`src/span_ref_regs.svh`:
```
// constants for the span and reference level command handler
//
// Summary of operation
// - narrow step lowers span one 1-2-5 position, widen step raises it one.
// - span query returns span in hertz, selects span function, lights its indicator.
// - direct span accepts only coded values 50 kHz..4 GHz, or zero span code.
// - reference level takes step up, step down and coarse/fine toggle commands.
// - level down lowers one step of current size, level up raises one step.
// - allowed level range slides up with attenuator, top capped at 20 dBm; out-of-range levels refused.
// - mode string query sends numeric elements describing current settings.
// - mode string element four reports level step: 0 coarse, 1 fine.
// - level query returns current reference level in dBm.
// - listener/talker address comes from five-bit binary switch, 0 to 30.
`ifndef SPAN_REF_REGS_SVH
`define SPAN_REF_REGS_SVH

`define SPAN_IDX_RST 4'hF
`define SPAN_IDX_MAX 4'hF
`define RL_RST 8'hF6
`define RL_STEP_COARSE 8'h0A
`define RL_STEP_FINE 8'h01
`define RL_UP_BASE 9'h1F6
`define RL_UP_CAP 9'h014
`define RL_LO_BASE 9'h192
`define ADDR_MAX 5'h1E
`define MODE_FILL 8'h00
`define CH_MINUS 8'h2D
`define CH_CR 8'h0D
`define CH_LF 8'h0A
`define CH_ZERO 8'h30
`define CH_SPACE 8'h20
`define MULT_K 32'h00000001
`define MULT_M 32'h000003E8
`define MULT_G 32'h000F4240
`define HZ_PER_KHZ 32'h000003E8
`define CONV_BITS 6'h20
`define POS_SIGN 4'h0
`define POS_LAST_DIGIT 4'hA
`define POS_CR 4'hB
`define POS_LF 4'hC
`define POS_MODE_LAST 4'h6

`endif

```
`src/span_ref_pkg.sv`:
```
// types shared by the span and reference level command handler
`default_nettype none
package span_ref_pkg;
   typedef enum logic [1:0] {
      P_IDLE = 2'b00,
      P_SECOND = 2'b01,
      P_NUM = 2'b10,
      P_UNIT = 2'b11
   } parse_st_t;
   typedef enum logic [1:0] {
      E_IDLE = 2'b00,
      E_CONV = 2'b01,
      E_SEND = 2'b10,
      E_DRAIN = 2'b11
   } emit_st_t;
   typedef enum logic {
      REP_NUM = 1'b0,
      REP_MODE = 1'b1
   } reply_kind_t;
endpackage
`default_nettype wire

```
`src/bin_to_dec.sv`:
```
// serial binary to packed decimal converter, one bit per clock
`include "span_ref_regs.svh"
`default_nettype none
module bin_to_dec (
   input wire logic mclk,
   input wire logic srst,
   input wire logic start,
   input wire logic [31:0] bin,
   output logic done,
   output logic [39:0] bcd
);
   logic [31:0] sh_q;
   logic [39:0] bcd_q;
   logic [5:0] cnt_q;
   logic busy_q;
   logic done_q;
   logic [39:0] adj;

   // add three to each digit of five or more before shifting
   always_comb begin
      adj = bcd_q;
      for (int i = 0; i < 10; i++) begin
         if (bcd_q[i*4 +: 4] > 4'h4) begin
            adj[i*4 +: 4] = bcd_q[i*4 +: 4] + 4'h3;
         end
      end
   end

   always_ff @(posedge mclk) begin
      if (srst) begin
         sh_q <= 32'h00000000;
         bcd_q <= 40'h0000000000;
         cnt_q <= 6'h00;
         busy_q <= 1'b0;
         done_q <= 1'b0;
      end else begin
         done_q <= 1'b0;
         if (start) begin
            sh_q <= bin;
            bcd_q <= 40'h0000000000;
            cnt_q <= 6'h00;
            busy_q <= 1'b1;
         end else if (busy_q) begin
            bcd_q <= {adj[38:0], sh_q[31]};
            sh_q <= {sh_q[30:0], 1'b0};
            cnt_q <= cnt_q + 6'h01;
            if (cnt_q == `CONV_BITS - 6'h01) begin
               busy_q <= 1'b0;
               done_q <= 1'b1;
            end
         end
      end
   end

   assign done = done_q;
   assign bcd = bcd_q;
endmodule
`default_nettype wire

```
`src/span_and_ref_level_cmd_handler.sv`:
```
// command interpreter for frequency span and reference level over the bus byte stream
`include "span_ref_regs.svh"
`default_nettype none
module span_and_ref_level_cmd_handler (
   input wire logic mclk,
   input wire logic srst,
   input wire logic [4:0] addr_switch,
   input wire logic [7:0] rx_byte,
   input wire logic rx_valid,
   output logic rx_ready,
   output logic [7:0] tx_byte,
   output logic tx_valid,
   output logic tx_last,
   input wire logic tx_ready,
   input wire logic [5:0] atten_db,
   output logic [4:0] bus_addr,
   output logic [3:0] span_idx,
   output logic zero_span,
   output logic span_led,
   output logic [7:0] ref_level,
   output logic fine_step
);
   function automatic logic is_letter(input logic [7:0] c);
      return (c >= 8'h41) && (c <= 8'h5A);
   endfunction

   function automatic logic [31:0] span_khz(input logic [3:0] i);
      case (i)
         4'h0: span_khz = 32'h00000032;
         4'h1: span_khz = 32'h00000064;
         4'h2: span_khz = 32'h000000C8;
         4'h3: span_khz = 32'h000001F4;
         4'h4: span_khz = 32'h000003E8;
         4'h5: span_khz = 32'h000007D0;
         4'h6: span_khz = 32'h00001388;
         4'h7: span_khz = 32'h00002710;
         4'h8: span_khz = 32'h00004E20;
         4'h9: span_khz = 32'h0000C350;
         4'hA: span_khz = 32'h000186A0;
         4'hB: span_khz = 32'h00030D40;
         4'hC: span_khz = 32'h0007A120;
         4'hD: span_khz = 32'h000F4240;
         4'hE: span_khz = 32'h001E8480;
         default: span_khz = 32'h003D0900;
      endcase
   endfunction

   span_ref_pkg::parse_st_t p_st_q;
   span_ref_pkg::emit_st_t e_st_q;
   span_ref_pkg::reply_kind_t kind_q;
   logic [7:0] first_q;
   logic op_q;
   logic [15:0] num_q;
   logic [31:0] mult_q;
   logic [4:0] sw_s1_q;
   logic [4:0] sw_s2_q;
   logic [4:0] addr_q;
   logic [3:0] span_idx_q;
   logic zero_q;
   logic led_q;
   logic signed [7:0] level_q;
   logic fine_q;
   logic rx_ready_q;
   logic [7:0] tx_byte_q;
   logic tx_valid_q;
   logic tx_last_q;
   logic [3:0] e_pos_q;
   logic lz_q;
   logic neg_q;
   logic conv_start_q;
   logic [31:0] conv_val_q;
   logic conv_done;
   logic [39:0] bcd;

   // byte decode
   wire take = rx_valid && rx_ready_q;
   wire letter = is_letter(rx_byte);
   wire digit = (rx_byte >= 8'h30) && (rx_byte <= 8'h39);
   wire [15:0] pair = {first_q, rx_byte};
   wire pair_ok = take && (p_st_q == span_ref_pkg::P_SECOND) && letter;
   wire cmd_plain = pair_ok && !op_q;
   // letter pairs compared as their two ascii codes
   wire c_narrow = cmd_plain && (pair == 16'h4E52);
   wire c_widen = cmd_plain && (pair == 16'h5744);
   wire c_span = cmd_plain && (pair == 16'h5350);
   wire c_zero = cmd_plain && (pair == 16'h5A53);
   wire c_up = cmd_plain && (pair == 16'h4C55);
   wire c_down = cmd_plain && (pair == 16'h4C44);
   wire c_tog = cmd_plain && (pair == 16'h4643);
   wire c_mode = cmd_plain && (pair == 16'h4F4D);
   wire c_op = cmd_plain && (pair == 16'h4F50);
   wire q_span = pair_ok && op_q && (pair == 16'h5350);
   wire q_level = pair_ok && op_q && (pair == 16'h524C);
   wire c_unit_end = take && (p_st_q == span_ref_pkg::P_UNIT) && (rx_byte == "Z");

   // direct span value match against the coded set
   wire [31:0] want_khz = 32'(num_q) * mult_q;
   logic set_hit;
   logic [3:0] set_idx;
   always_comb begin
      set_hit = 1'b0;
      set_idx = 4'h0;
      for (int i = 0; i < 16; i++) begin
         if (span_khz(4'(i)) == want_khz) begin
            set_hit = 1'b1;
            set_idx = 4'(i);
         end
      end
   end

   // level limits; the usable window slides up with attenuation and is capped
   wire signed [8:0] up_raw = $signed(`RL_UP_BASE) + $signed({3'b000, atten_db});
   wire signed [8:0] up_lim = (up_raw > $signed(`RL_UP_CAP)) ? $signed(`RL_UP_CAP) : up_raw;
   wire signed [8:0] lo_lim = $signed(`RL_LO_BASE) + $signed({3'b000, atten_db});
   wire signed [8:0] lvl9 = 9'(level_q);
   wire signed [8:0] step9 = fine_q ? 9'(`RL_STEP_FINE) : 9'(`RL_STEP_COARSE);
   wire signed [8:0] lvl_up = lvl9 + step9;
   wire signed [8:0] lvl_dn = lvl9 - step9;

   // reply byte selection
   wire [5:0] dsh = {e_pos_q == `POS_SIGN ? 4'h0 : `POS_LAST_DIGIT - e_pos_q, 2'b00};
   wire [3:0] dig = 4'(bcd >> dsh);
   wire pos_digit = (e_pos_q != `POS_SIGN) && (e_pos_q <= `POS_LAST_DIGIT);
   wire num_skip = (e_pos_q == `POS_SIGN) ? !neg_q :
                   pos_digit && lz_q && (dig == 4'h0) && (e_pos_q != `POS_LAST_DIGIT);
   wire [7:0] num_byte = (e_pos_q == `POS_SIGN) ? `CH_MINUS :
                         pos_digit ? (`CH_ZERO | {4'h0, dig}) :
                         (e_pos_q == `POS_CR) ? `CH_CR : `CH_LF;
   wire [7:0] mode_byte = (e_pos_q == 4'h0) ? {4'h0, span_idx_q} :
                          (e_pos_q == 4'h1) ? {7'h00, zero_q} :
                          (e_pos_q == 4'h2) ? {7'h00, led_q} :
                          (e_pos_q == 4'h3) ? {7'h00, fine_q} : `MODE_FILL;
   wire is_mode = (kind_q == span_ref_pkg::REP_MODE);
   wire e_skip = !is_mode && num_skip;
   wire [7:0] e_byte = is_mode ? mode_byte : num_byte;
   wire e_last = is_mode ? (e_pos_q == `POS_MODE_LAST) : (e_pos_q == `POS_LF);
   wire slot_free = !tx_valid_q || tx_ready;
   wire launch = q_span || q_level || c_mode;

   bin_to_dec bin_to_dec_inst (
      .mclk(mclk),
      .srst(srst),
      .start(conv_start_q),
      .bin(conv_val_q),
      .done(conv_done),
      .bcd(bcd)
   );

   // switch is a pin: two stages, captured while reset is held
   always_ff @(posedge mclk) begin
      sw_s1_q <= addr_switch;
      sw_s2_q <= sw_s1_q;
      if (srst) begin
         addr_q <= (sw_s2_q > `ADDR_MAX) ? `ADDR_MAX : sw_s2_q;
      end
   end

   // parser
   always_ff @(posedge mclk) begin
      if (srst) begin
         p_st_q <= span_ref_pkg::P_IDLE;
         first_q <= 8'h00;
         op_q <= 1'b0;
         num_q <= 16'h0000;
         mult_q <= `MULT_K;
      end else if (take) begin
         p_st_q <= span_ref_pkg::P_IDLE;
         case (p_st_q)
            span_ref_pkg::P_IDLE: begin
               if (letter) begin
                  first_q <= rx_byte;
                  p_st_q <= span_ref_pkg::P_SECOND;
               end
            end
            span_ref_pkg::P_SECOND: begin
               op_q <= c_op;
               if (c_span) begin
                  num_q <= 16'h0000;
                  p_st_q <= span_ref_pkg::P_NUM;
               end else if (c_op) begin
                  p_st_q <= span_ref_pkg::P_IDLE;
               end
            end
            span_ref_pkg::P_NUM: begin
               if (digit) begin
                  // saturate well above any coded mantissa
                  if (num_q < 16'h1000) begin
                     num_q <= 16'(num_q * 16'h000A) + {12'h000, rx_byte[3:0]};
                  end
                  p_st_q <= span_ref_pkg::P_NUM;
               end else if (rx_byte == `CH_SPACE && num_q == 16'h0000) begin
                  p_st_q <= span_ref_pkg::P_NUM;
               end else if (rx_byte == "K" || rx_byte == "M" || rx_byte == "G") begin
                  mult_q <= (rx_byte == "K") ? `MULT_K : (rx_byte == "M") ? `MULT_M : `MULT_G;
                  p_st_q <= span_ref_pkg::P_UNIT;
               end else if (letter) begin
                  first_q <= rx_byte;
                  p_st_q <= span_ref_pkg::P_SECOND;
               end
            end
            default: begin
               p_st_q <= span_ref_pkg::P_IDLE;
            end
         endcase
      end
   end

   // settings
   always_ff @(posedge mclk) begin
      if (srst) begin
         span_idx_q <= `SPAN_IDX_RST;
         zero_q <= 1'b0;
         led_q <= 1'b0;
         level_q <= `RL_RST;
         fine_q <= 1'b0;
      end else begin
         if (c_narrow) begin
            zero_q <= 1'b0;
            if (span_idx_q != 4'h0) begin
               span_idx_q <= span_idx_q - 4'h1;
            end
         end else if (c_widen) begin
            zero_q <= 1'b0;
            if (span_idx_q != `SPAN_IDX_MAX) begin
               span_idx_q <= span_idx_q + 4'h1;
            end
         end else if (c_zero) begin
            zero_q <= 1'b1;
         end else if (c_unit_end && set_hit && num_q != 16'h0000) begin
            span_idx_q <= set_idx;
            zero_q <= 1'b0;
         end
         if (c_span || q_span || c_narrow || c_widen || c_zero) begin
            led_q <= 1'b1;
         end else if (c_up || c_down || c_tog || q_level) begin
            led_q <= 1'b0;
         end
         if (c_tog) begin
            fine_q <= !fine_q;
         end
         // steps that would leave the window are refused, not clipped
         if (c_up && lvl_up <= up_lim) begin
            level_q <= 8'(lvl_up);
         end else if (c_down && lvl_dn >= lo_lim) begin
            level_q <= 8'(lvl_dn);
         end else if (lvl9 > up_lim) begin
            level_q <= 8'(up_lim);
         end else if (lvl9 < lo_lim) begin
            level_q <= 8'(lo_lim);
         end
      end
   end

   // replies; the listener stalls until the reply is fully taken
   always_ff @(posedge mclk) begin
      if (srst) begin
         e_st_q <= span_ref_pkg::E_IDLE;
         kind_q <= span_ref_pkg::REP_NUM;
         rx_ready_q <= 1'b0;
         tx_byte_q <= 8'h00;
         tx_valid_q <= 1'b0;
         tx_last_q <= 1'b0;
         e_pos_q <= 4'h0;
         lz_q <= 1'b1;
         neg_q <= 1'b0;
         conv_start_q <= 1'b0;
         conv_val_q <= 32'h00000000;
      end else begin
         conv_start_q <= 1'b0;
         case (e_st_q)
            span_ref_pkg::E_IDLE: begin
               rx_ready_q <= !launch;
               e_pos_q <= 4'h0;
               lz_q <= 1'b1;
               if (q_span) begin
                  kind_q <= span_ref_pkg::REP_NUM;
                  neg_q <= 1'b0;
                  conv_val_q <= zero_q ? 32'h00000000 : span_khz(span_idx_q) * `HZ_PER_KHZ;
                  conv_start_q <= 1'b1;
                  e_st_q <= span_ref_pkg::E_CONV;
               end else if (q_level) begin
                  kind_q <= span_ref_pkg::REP_NUM;
                  neg_q <= level_q[7];
                  conv_val_q <= {24'h000000, level_q[7] ? 8'(-level_q) : level_q};
                  conv_start_q <= 1'b1;
                  e_st_q <= span_ref_pkg::E_CONV;
               end else if (c_mode) begin
                  kind_q <= span_ref_pkg::REP_MODE;
                  e_st_q <= span_ref_pkg::E_SEND;
               end
            end
            span_ref_pkg::E_CONV: begin
               if (conv_done) begin
                  e_st_q <= span_ref_pkg::E_SEND;
               end
            end
            span_ref_pkg::E_SEND: begin
               if (slot_free) begin
                  tx_valid_q <= !e_skip;
                  tx_byte_q <= e_byte;
                  tx_last_q <= e_last;
                  e_pos_q <= e_pos_q + 4'h1;
                  if (pos_digit && dig != 4'h0) begin
                     lz_q <= 1'b0;
                  end
                  if (e_last) begin
                     e_st_q <= span_ref_pkg::E_DRAIN;
                  end
               end
            end
            default: begin
               if (tx_ready) begin
                  tx_valid_q <= 1'b0;
                  tx_last_q <= 1'b0;
                  rx_ready_q <= 1'b1;
                  e_st_q <= span_ref_pkg::E_IDLE;
               end
            end
         endcase
      end
   end

   assign rx_ready = rx_ready_q;
   assign tx_byte = tx_byte_q;
   assign tx_valid = tx_valid_q;
   assign tx_last = tx_last_q;
   assign bus_addr = addr_q;
   assign span_idx = span_idx_q;
   assign zero_span = zero_q;
   assign span_led = led_q;
   assign ref_level = level_q;
   assign fine_step = fine_q;
endmodule
`default_nettype wire

```
`config.mk`:
```
export PLATFORM = sky130hd
export DESIGN_NAME = span_and_ref_level_cmd_handler
export DESIGN_NICKNAME = d
export VERILOG_FILES = /design/src/span_ref_pkg.sv /design/src/bin_to_dec.sv /design/src/span_and_ref_level_cmd_handler.sv
export VERILOG_INCLUDE_DIRS = /design/src /design/src/src
export SDC_FILE = /design/constraint.sdc
export NUM_CORES = 1
export LEC_CHECK = 0
export BUFFER_PORTS_ARGS = -buffer_cell sky130_fd_sc_hd__buf_2
export CORE_MARGIN = 1
export CORE_UTILIZATION = 55
export CTS_BUF_LIST = sky130_fd_sc_hd__clkbuf_4 sky130_fd_sc_hd__clkbuf_8
export DETAILED_ROUTE_END_ITERATION = 7
export MAX_ROUTING_LAYER = met4
export PLACE_DENSITY_LB_ADDON = 0.12
export SETUP_SLACK_MARGIN = 0.05
export SLEW_MARGIN = 20
export SYNTH_ARGS = -nofsm -noshare
export SYNTH_HDL_FRONTEND = slang
export SYNTH_HIERARCHICAL = 1
export SYNTH_SLANG_ARGS = --single-unit
```
`constraint.sdc`:
```
create_clock -name mclk -period 7.8 [get_ports mclk]
set_clock_uncertainty 0.2 [all_clocks]
set_input_delay 1.56 -clock mclk [delete_from_list [all_inputs] [get_ports mclk]]
set_output_delay 1.56 -clock mclk [all_outputs]
set_load 0.01 [all_outputs]
```
=== After elaboration in Yosys (flattened, before gate mapping) ===
Memories as Yosys holds them, arrays and structs flattened. A register that Yosys moved wholly into a read port is not among the register bits.
Index checks and enable logic that the tools add are counted.

* Add/subtract/negate cells: 21
* Multipliers: 3
* $lt $le $gt $ge: 22
* Equality and inequality tests: 59
* Shift-type cells: 1
* Muxes and demuxes: 127
* Bitwise logic cells: 6
* Reduce and logical (&&, ||, !) cells: 91

{| class="wikitable"
|+ Operators by type and width
! cell !! number
|-
| $mux W32 || 8
|-
| $eq A16 B15 Y1 const B || 10
|-
| $mux W4 || 35
|-
| $mux W8 || 9
|-
| $mux W16 || 3
|-
| $mux W1 || 44
|-
| $gt A4 B3 Y1 const B || 10
|-
| $mux W20 || 2
|-
| $shr A40 B6 Y4 || 1
|-
| $add A4 B2 Y4 const B || 9
|-
| $eq A10 B32 Y1 const A || 1
|-
| $eq A11 B32 Y1 const A || 1
|-
| $eq A13 B32 Y1 const A || 1
|-
| $eq A14 B32 Y1 const A || 1
|-
| $eq A15 B32 Y1 const A || 1
|-
| $eq A16 B32 Y1 const A || 1
|-
| $eq A17 B32 Y1 const A || 1
|-
| $eq A18 B32 Y1 const A || 1
|-
| $eq A19 B32 Y1 const A || 1
|-
| $eq A20 B32 Y1 const A || 1
|-
| $eq A21 B32 Y1 const A || 1
|-
| $eq A22 B32 Y1 const A || 1
|-
| $eq A6 B32 Y1 const A || 1
|-
| $eq A7 B32 Y1 const A || 1
|-
| 68 further kinds || 185
|}

* Flip-flop bits (word level): 222
* Bits in read-only memories: 336
* Input port bits: 23
* Output and inout port bits: 31
* Memories: 1

{| class="wikitable"
|+ Memory list
! name !! depth !! bits a word !! read ports !! clocked after Yosys merged registers in !! wr ports !! RTL line !! RTL
|-
| (name not given) || 16 || 21 || 1 || 1 || 0 || span_and_ref_level_cmd_handler.sv:28 || <nowiki>case (i)</nowiki>
|}

=== Depth between registers and ports, before layout ===
Gate-level depths: netlist of the first run.

* Depth after elaboration: 26
* Gate-level depth with buffers: 33
* Depth with buffers taken out: 30

=== Hierarchy ===
The synthesis of the first run kept the hierarchy.

{| class="wikitable"
|+ Modules (own cells, without submodules)
! module !! instances !! cells each !! area each (µm²)
|-
| span_and_ref_level_cmd_handler || 1 || 2289 || 19622.6
|-
| bin_to_dec || 1 || 515 || 4235.3
|}

=== Worst setup path after synthesis of the first run ===
No wires, ideal clock.

* Path kind: register to register
* Start: reg mult_q[8]
* End: reg with a tool-made name
* Data arrival time: 7.720 ns
* Required time: 7.530 ns
* Slack: -0.189 ns
* Cell stages (with the launch flop): 32
* Period minus slack after synthesis: 7.989 ns
* Cell sequence: dfxtp_1 > clkbuf_1 > and2_1 > inv_1 > fa_1 > inv_1 > ha_1 > inv_1 > fa_1 > inv_1 > fa_1 > inv_1 > fa_1 > fa_1 > inv_1 > ha_1 > clkbuf_1 > and3_1 > a221oi_1 > a2bb2oi_1 > o31a_1 > mux2i_1 > o2111ai_1 > a2111o_1 > o21ai_0 > o211ai_1 > o311ai_1 > buf_2 > inv_1 > ha_1 > or2_0 > a21oi_1

{| class="wikitable"
|+ RTL lines
! what !! RTL line !! RTL
|-
| start, declared || span_and_ref_level_cmd_handler.sv:54 || <nowiki>logic [31:0] mult_q;</nowiki>
|-
| start signal, assigned || span_and_ref_level_cmd_handler.sv:165 || <nowiki>mult_q <= `MULT_K;</nowiki>
|-
| start signal, assigned || span_and_ref_level_cmd_handler.sv:194 || <nowiki>mult_q <= (rx_byte == "K") ? `MULT_K : (rx_byte == "M") ? `MULT_M : `MULT_G;</nowiki>
|}

==> flow_results.org, run 1 <==
** Placed design
- Port Buffers :: 51
- Timing analysis after detailed placement gives a worst setup slack of -204 ps.
- GPL Wtd Cong :: 0.934
- In this run, placement finished with an instance count of 3492.
- HPWL after detailed placement :: 49300 um

** Die
- Width of the die :: 210 um
- Die height :: 210 um
- Once the floorplan was initialized, standard cells occupied 56.4% of the core.
- Die outline area :: 44200 um2
- IO Pins :: 54
- Core Rows :: 75
- In this run the standard cell core region covers 42300 um2.

** Drt
- Before antenna repair, the detailed router went through 5 iterations.
- DRC violations left :: 0
- Detail-routed net length per standard cell :: 17.6 um
- Mean number of vias per cell :: 5.80
- Summed over all layers, the routed wires come to 63000 um.
- In this run, the number of DRC markers left after iteration 0 of detailed routing was 1137.
- Once detail routing completed, the nets flagged for antenna violations numbered 0.
- Via count :: 20825

** Power
- The analysis attributes to cell leakage a power of 12.4 nW.
- The design draws 0.00323 W.
- The worst-case IR drop observed on VDD is 184 uV.
- Power density over cell area :: 117 nW/um2

** Critical path
- The worst setup path is launched from a flop.
- The most numerous cell type found on the critical path is sky130_fd_sc_hd__fa_1.
- Crit path from :: mult_q[8]$_SDFFE_PP0P_
- Worst flop-to-flop path startpoint :: mult_q[8]$_SDFFE_PP0P_
- In this design, the stage delay of the slowest critical-path cell is 540 ps.
- Worst-case reg-to-reg path depth :: 31
- The largest individual stage delay along the critical path comes from the cell sky130_fd_sc_hd__fa_1.
- Kind of end point of the critical path :: flop
- Crit Path Class :: flop to flop
- Worst Path Required :: 8130 ps
- Data on the critical path arrives at its endpoint at 8030 ps.
- Along the worst path, the maximum fanout reaches 7.
- Worst R2R Setup Slack :: 100 ps

** Logic synthesis
- Cell types with the highest counts after synthesis :: sky130_fd_sc_hd__inv_1 (317), sky130_fd_sc_hd__ha_1 (308), sky130_fd_sc_hd__nand2_1 (283), sky130_fd_sc_hd__dfxtp_1 (208), sky130_fd_sc_hd__fa_1 (188)
- Sequential cells were found to cover 18.1% of the synthesized design area.
- In this run, synthesis inferred 5 flip-flops with an integrated enable.
- The cell area that synthesis handed to floorplanning was 23900 um2.
- Synth top area share :: 17.5%
- Distinct cell type count after synthesis :: 99
- Yosys printed 6 warnings.
- The most common cell in the synthesized netlist is sky130_fd_sc_hd__inv_1.
- Syn Inst Count :: 2804
- Each instance of the synthesized netlist takes up on average 8.51 um2.
- Seq cells post-synth :: 213
- Sorting the synthesized cells by area gives the leading types as sky130_fd_sc_hd__dfxtp_1 (17%), sky130_fd_sc_hd__ha_1 (16%), sky130_fd_sc_hd__fa_1 (16%).
- Synth area leader :: sky130_fd_sc_hd__dfxtp_1
- In the synthesized netlist the async set-or-reset flop fraction comes to 0%.
- For this run, the leading register cell type out of synthesis is sky130_fd_sc_hd__dfxtp_1.

** GRT
- Initial antenna violation count :: 1
- Total global routing track utilization :: 29.8%
- Vias in the first global route :: 20965
- Global-route wire length before repair :: 104000 um
- GRT overflow :: 0
- Entering global routing, the biggest net connects 73 pins.

** Clock tree
- CTS clock-pin slew for the worst setup and hold paths :: 60 ps
- Root Buffer Master :: sky130_fd_sc_hd__clkbuf_8
- For this design, the CTS-stage hold fixing added 0 buffers.
- Counting along the longest clock path gives a buffer depth of 3.
- In this run the number of H-tree levels came out at 2.
- The clock drives 213 sinks.
- Skew-Pair Late Insertion Delay :: 610 ps
- TritonCTS built the clock tree.
- Total CTS buffers :: 41

** Outcome
- Result of the run :: complete, no violations

** Timing
- # setup viols final :: 0
- Based on the critical path, the design can be clocked at up to 130 MHz.
- The smallest clock period supported by the final layout is computed as 7700 ps.
- Count of final hold-check violations :: 0
- At the pin with the least slew margin, the transition time is 1020 ps.
- Setup repair after global routing could not meet its margin everywhere.
- Post-route worst setup slack :: 95.8 ps
- Slew HR :: 32.0%
- Final max-slew violation count :: 0
- Post-route clock period utilization :: 98.8%

** Worst hold path
- Source of the worst hold timing path :: sw_s1_q[0]$_DFF_P_
- In this run the worst hold path is classified as flop to flop.
- Hold Path End :: sw_s2_q[0]$_DFF_P_
- The worst hold path was traced through 0 stages.

** Layout
- Area Overhead vs Synth :: 15.5%
- Final net count :: 3501
- Once layout is complete, the cells apart from fillers number 3590.
- Ratio of cells with drive above 1 in the final layout :: 17.6%

** Run
- Number of max-capacitance violations reported :: 0
==> placed cells by master, fill, tap and decap left out, drive strengths merged, types with 40 or more instances in the layout <==
cell type  instances
nor2             149
nor2b             46
nand2            283
xnor2             61
mux2i             40
a21oi            156
fa               188
dfxtp            208
inv              318
ha               308
and2              70
o21ai            134
buf              252
nand3             59
clkbuf            64
==> sequential cells by signal (all words and copies together) (netlist names), 2 cells and up, named ones only <==
name,flops
e_pos_q,4
sw_s1_q,5
span_idx,4
conv_val_q,32
bin_to_dec_inst/bcd,40
mult_q,4
bin_to_dec_inst/cnt_q,6
sw_s2_q,5
e_st_q,2
p_st_q,2
bus_addr,5
num_q,16
tx_byte,6
bin_to_dec_inst/sh_q,32
first_q,8
ref_level,8
==> metal layers <==
metal | track usage, % | part of all wire [%] | vias to the layer above
li1 | - | - | 10119
met1 | 39.4 | 46 | 10129
met2 | 48.9 | 47 | 484
met3 | 3.56 | 4.9 | 93
met4 | 7.07 | 1.8 | 0
met5 | - | 0 | -
==> logic make-up after synthesis <==
logic type / Yosys count / synth area share, %
simple gates: 878 / 18.8
mux: 79 / 3.53
other cells: 1 / 0.0157
buf+inv: 437 / 7.15
flops: 213 / 18.1
compound gates: 597 / 16.6
xor+xnor: 102 / 3.86
fa+ha+maj: 497 / 32.0
==> worst max path at each step <==
stage | endpoint | slack [ps] | cells past startpoint
6_report | flop | 100 | 31
5_1_grt | flop | -110 | 31
4_1_cts | flop | 40 | 33
2_1_floorplan | flop | 60 | 28
3_5_place_dp | flop | -200 | 30
3_3_place_gp | flop | -110 | 30
==> critical path: cells and delay by family, from the launching register on <==
kind | cells | cell delay, ps
adder cells (fa/ha/maj) | 8 | 3270
AO/OA/AOI/OAI | 8 | 1780
AND/OR/NAND/NOR | 5 | 1020
buffers and inverters | 10 | 990
flip-flops | 1 | 380
==> cell type report <==
cell class	instances	area [um2]
repair buffers	252	1830
fillers	3601	14800
clock buffers	64	787
flip-flops and latches	213	4340
multi-input cells	2155	18600
well taps	577	722
clock inverters	9	81.3
inverters	319	1200
diodes	1	2.50
==> where the power goes <==
| part | switching, W | leakage, nW | internal [W] |
|---|---|---|---|
| logic | 0.000458 | 10.2 | 0.000345 |
| clock network | 0.000519 | 0.461 | 0.000676 |
| registers | 0.0000972 | 1.74 | 0.00113 |
==> through the flow <==
| step | area (um2) | util (%) | hold WS, ps | setup TNS, ps |
|---|---|---|---|---|
| 5_1_grt | 27600 | 65.1 | 134 | -733 |
| 2_1_floorplan | 23900 | - | 110 | 0 |
| 6_report | 27600 | 65.1 | 126 | 0 |
| 3_5_place_dp | 25700 | 60.7 | 114 | -1950 |
| 4_1_cts | 26900 | 63.5 | 128 | 0 |
| 3_3_place_gp | 25700 | 60.7 | 113 | -353 |
==> what timing repair did <==
action	4_1_cts	5_1_grt
endpoints found under the setup margin	19	21
setup buffers	9	17
gates resized for setup	62	119
pin swaps	34	89
Note: power is estimated with default switching activity, not from simulation.
==> inputs of run 2 (changes only) <==
Settings changed: CORE_UTILIZATION 55 to 60.
==> run 2 against run 1 <==
  * Final cell count fell by 1.6%
  * First-iteration DRC count rose by 23%
  * Power fell by 1.1%
  * Critical path depth did not move
  * Wire length fell by 0.24%
  * Combinational power rose by 3.0%
  * Non-clock buffer count rose by 9
  * Via count rose by 0.20%
  * Fmax rose by 0.48%
  * Sequential power barely moved
  * Global-route usage rose by 2.4 points
  * Critical path type unchanged
==> flow_results.org, run 2 (synthesis results as in run 1) <==
** Layout
- The repair_antennas step left the layout with diodes totalling 0.
- Ratio of cells with drive above 1 in the final layout :: 19.0%
- The final layout contains 3508 nets.
- After filler insertion, the fill cell instance count of the layout stands at 3096.
- Flip-flop count of the largest register after layout :: 40
- Cells fill 71.0% of the core in the end.
- Area Overhead vs Synth :: 15.8%
- The library cells used most frequently in the layout, excluding fill and tap cells, are sky130_fd_sc_hd__inv_1 (296), sky130_fd_sc_hd__ha_1 (282), sky130_fd_sc_hd__nand2_1 (273).
- The library cell used most frequently in the layout, excluding fill and tap cells, is sky130_fd_sc_hd__inv_1.

** Timing
- Final max-slew violation count :: 0
- Across all setup checks in the final design, the least slack found is 133 ps.
- Post-route clock period utilization :: 98.3%
- RSZ-0062 raised after global routing :: true
- Derived from the worst setup path, the maximum achievable clock frequency is 130 MHz.
- At the pin with the least slew margin, the transition time is 1050 ps.
- # setup viols final :: 0
- The final hold violation count is 0.
- Measured against its own limit, the worst slew margin works out to 29.7%.
- Counting I/O delays and the setup requirement, the final critical path takes 7670 ps.

** Worst hold path
- Along the worst hold path, the cell count comes to 0.
- Worst min-delay path class :: flop to flop
- Source of the worst hold timing path :: sw_s1_q[1]$_DFF_P_
- For hold timing, the worst endpoint is sw_s2_q[1]$_DFF_P_.

** Drt
- The routed layout has 20867 vias.
- Violation count after the first detailed-route iteration :: 1393
- DR pass1 iterations :: 5
- In the routed design, unresolved DRC markers number 0.
- The detail route stage leaves a number of antenna-violating nets equal to 0.
- After detailed routing, the average wire length per cell comes to 17.8 um.
- Mean number of vias per cell :: 5.91
- Routed WL :: 62900 um

** GRT
- Entering global routing, the biggest net connects 72 pins.
- The number of antenna violations at the first check in global routing is 0.
- The via count of the first global-routing pass was 20895.
- The first global-routing pass estimated 105000 um of wire.
- For this run, the total global-route usage over all layers was measured as 32.2%.
- After global routing the overflow that remains totals 0.

** Die
- Die outline area :: 40600 um2
- The core region is 38900 um2.
- The floorplan step set the die height to 201 um.
- From left edge to right edge, the die measures 201 um.
- During I/O placement, the number of pins put on the boundary was 54.
- Effective utilization at floorplan :: 61.3%
- Row generation in the floorplan step produced 72 rows.

** Critical path
- By startpoint and endpoint, the worst setup path is classified as flop to flop.
- The worst setup path is captured at a flop.
- The cell that appears most often on the critical path is sky130_fd_sc_hd__inv_2.
- Data arrives at the worst endpoint at 7980 ps.
- STA classifies the critical path startpoint as a flop.
- Largest incremental delay on the critical path :: 580 ps
- Worst R2R Setup Slack :: 130 ps
- At the worst endpoint, the required time is 8110 ps.
- The slowest stage of the critical path is the sky130_fd_sc_hd__fa_1 cell.
- Worst-case reg-to-reg path depth :: 31
- In this run the critical register-to-register path is launched from mult_q[8]$_SDFFE_PP0P_.
- In this run the worst path has a maximum fanout of 6.

** Clock tree
- TritonCTS clock tree :: built
- Number of buffers on the longest clock path :: 3
- Skew-Pair Late Insertion Delay :: 600 ps
- After clock tree synthesis, the clock-pin slew on the worst setup and hold paths is 60 ps.
- In this run the number of H-tree levels came out at 2.
- Clk sinks :: 213
- The tree is rooted in a sky130_fd_sc_hd__clkbuf_8.
- Post-CTS Hold Fix Bufs :: 0
- Clock tree synthesis inserted a total of 38 buffers.

** Placed design
- GPL Wtd Cong :: 0.932
- Detailed placement finished with a half-perimeter wire length of 48900 um.
- Port Buffers :: 51
- OpenSTA, run right after detailed placement, puts the worst setup slack at -238 ps.

** Power
- Leakage power of the design :: 12.4 nW
- Across the VDD grid, the largest voltage drop is 167 uV.
- Dividing total power by cell area gives a power density of 115 nW/um2.

** Outcome
- The run finished with clean final reports.

** Run
- Number of max-capacitance violations reported :: 0
run 2: worst max path at each step:
stage,start,endpoint,slack [ps],depth (start not counted)
2_1_floorplan,mult_q[9]$_SDFFE_PP0P_,flop,60,28
3_3_place_gp,mult_q[9]$_SDFFE_PP0P_,flop,-130,29
3_5_place_dp,mult_q[8]$_SDFFE_PP0P_,flop,-240,29
4_1_cts,mult_q[18]$_SDFFE_PP0P_,flop,50,26
5_1_grt,mult_q[8]$_SDFFE_PP0P_,flop,-90,31
6_report,mult_q[8]$_SDFFE_PP0P_,flop,130,31
run 2: where the power goes:
| part | total (W) | switching [W] | internal [W] |
|---|---|---|---|
| sequential | 0.00122 | 0.0000924 | 0.00113 |
| combinational | 0.000827 | 0.000479 | 0.000348 |
| clock | 0.00114 | 0.000503 | 0.000639 |
| total | 0.00319 | 0.00107 | 0.00212 |
run 2: cell type report:
type                    instances  area (um2)  share of cell area [%]
well taps                     518         648                    2.35
clock inverters                 9        72.6                   0.263
clock buffers                  57         741                    2.68
repair buffers                261        1900                    6.88
flip-flops and latches        213        4340                    15.7
inverters                     319        1200                    4.35
multi-input cells            2156       18700                    67.8
run 2: per-layer routing:
metal / track usage (%) / vias to the layer above / share of wire (%) / wire length [um]
li1: - / 10162 / - / -
met1: 43.1 / 10141 / 47 / 29500
met2: 51.6 / 477 / 46 / 29100
met3: 4.42 / 87 / 5.0 / 3170
met4: 7.63 / 0 / 1.7 / 1100
met5: - / - / 0 / 0
run 2: repair_timing:
item | CTS | global route
setup buffers | 12 | 23
pin swaps | 32 | 100
gates cloned | 0 | 1
setup endpoints to repair | 18 | 22
gates resized for setup | 62 | 166
run 2: per-stage QoR:
step,total power [W],hold WS (ps),cells,TNS [ps],area [um2]
6_report,0.00319,130,3533,0,27600
5_1_grt,0.00338,142,3533,-337,27600
4_1_cts,0.00321,136,3509,0,26800
3_5_place_dp,0.00206,115,3431,-1900,25600
3_3_place_gp,0.00203,115,3431,-664,25600
2_1_floorplan,0.00182,110,2805,0,23900
run 2: worst max-delay path, delay by kind of cell, from the launching register on:
family / cells / cell delay, ps
buffers and inverters: 10 / 850
adders and majority gates: 8 / 3130
DFF: 1 / 400
and+or+nand+nor: 6 / 1440
AOI/OAI and AO/OA: 7 / 1540
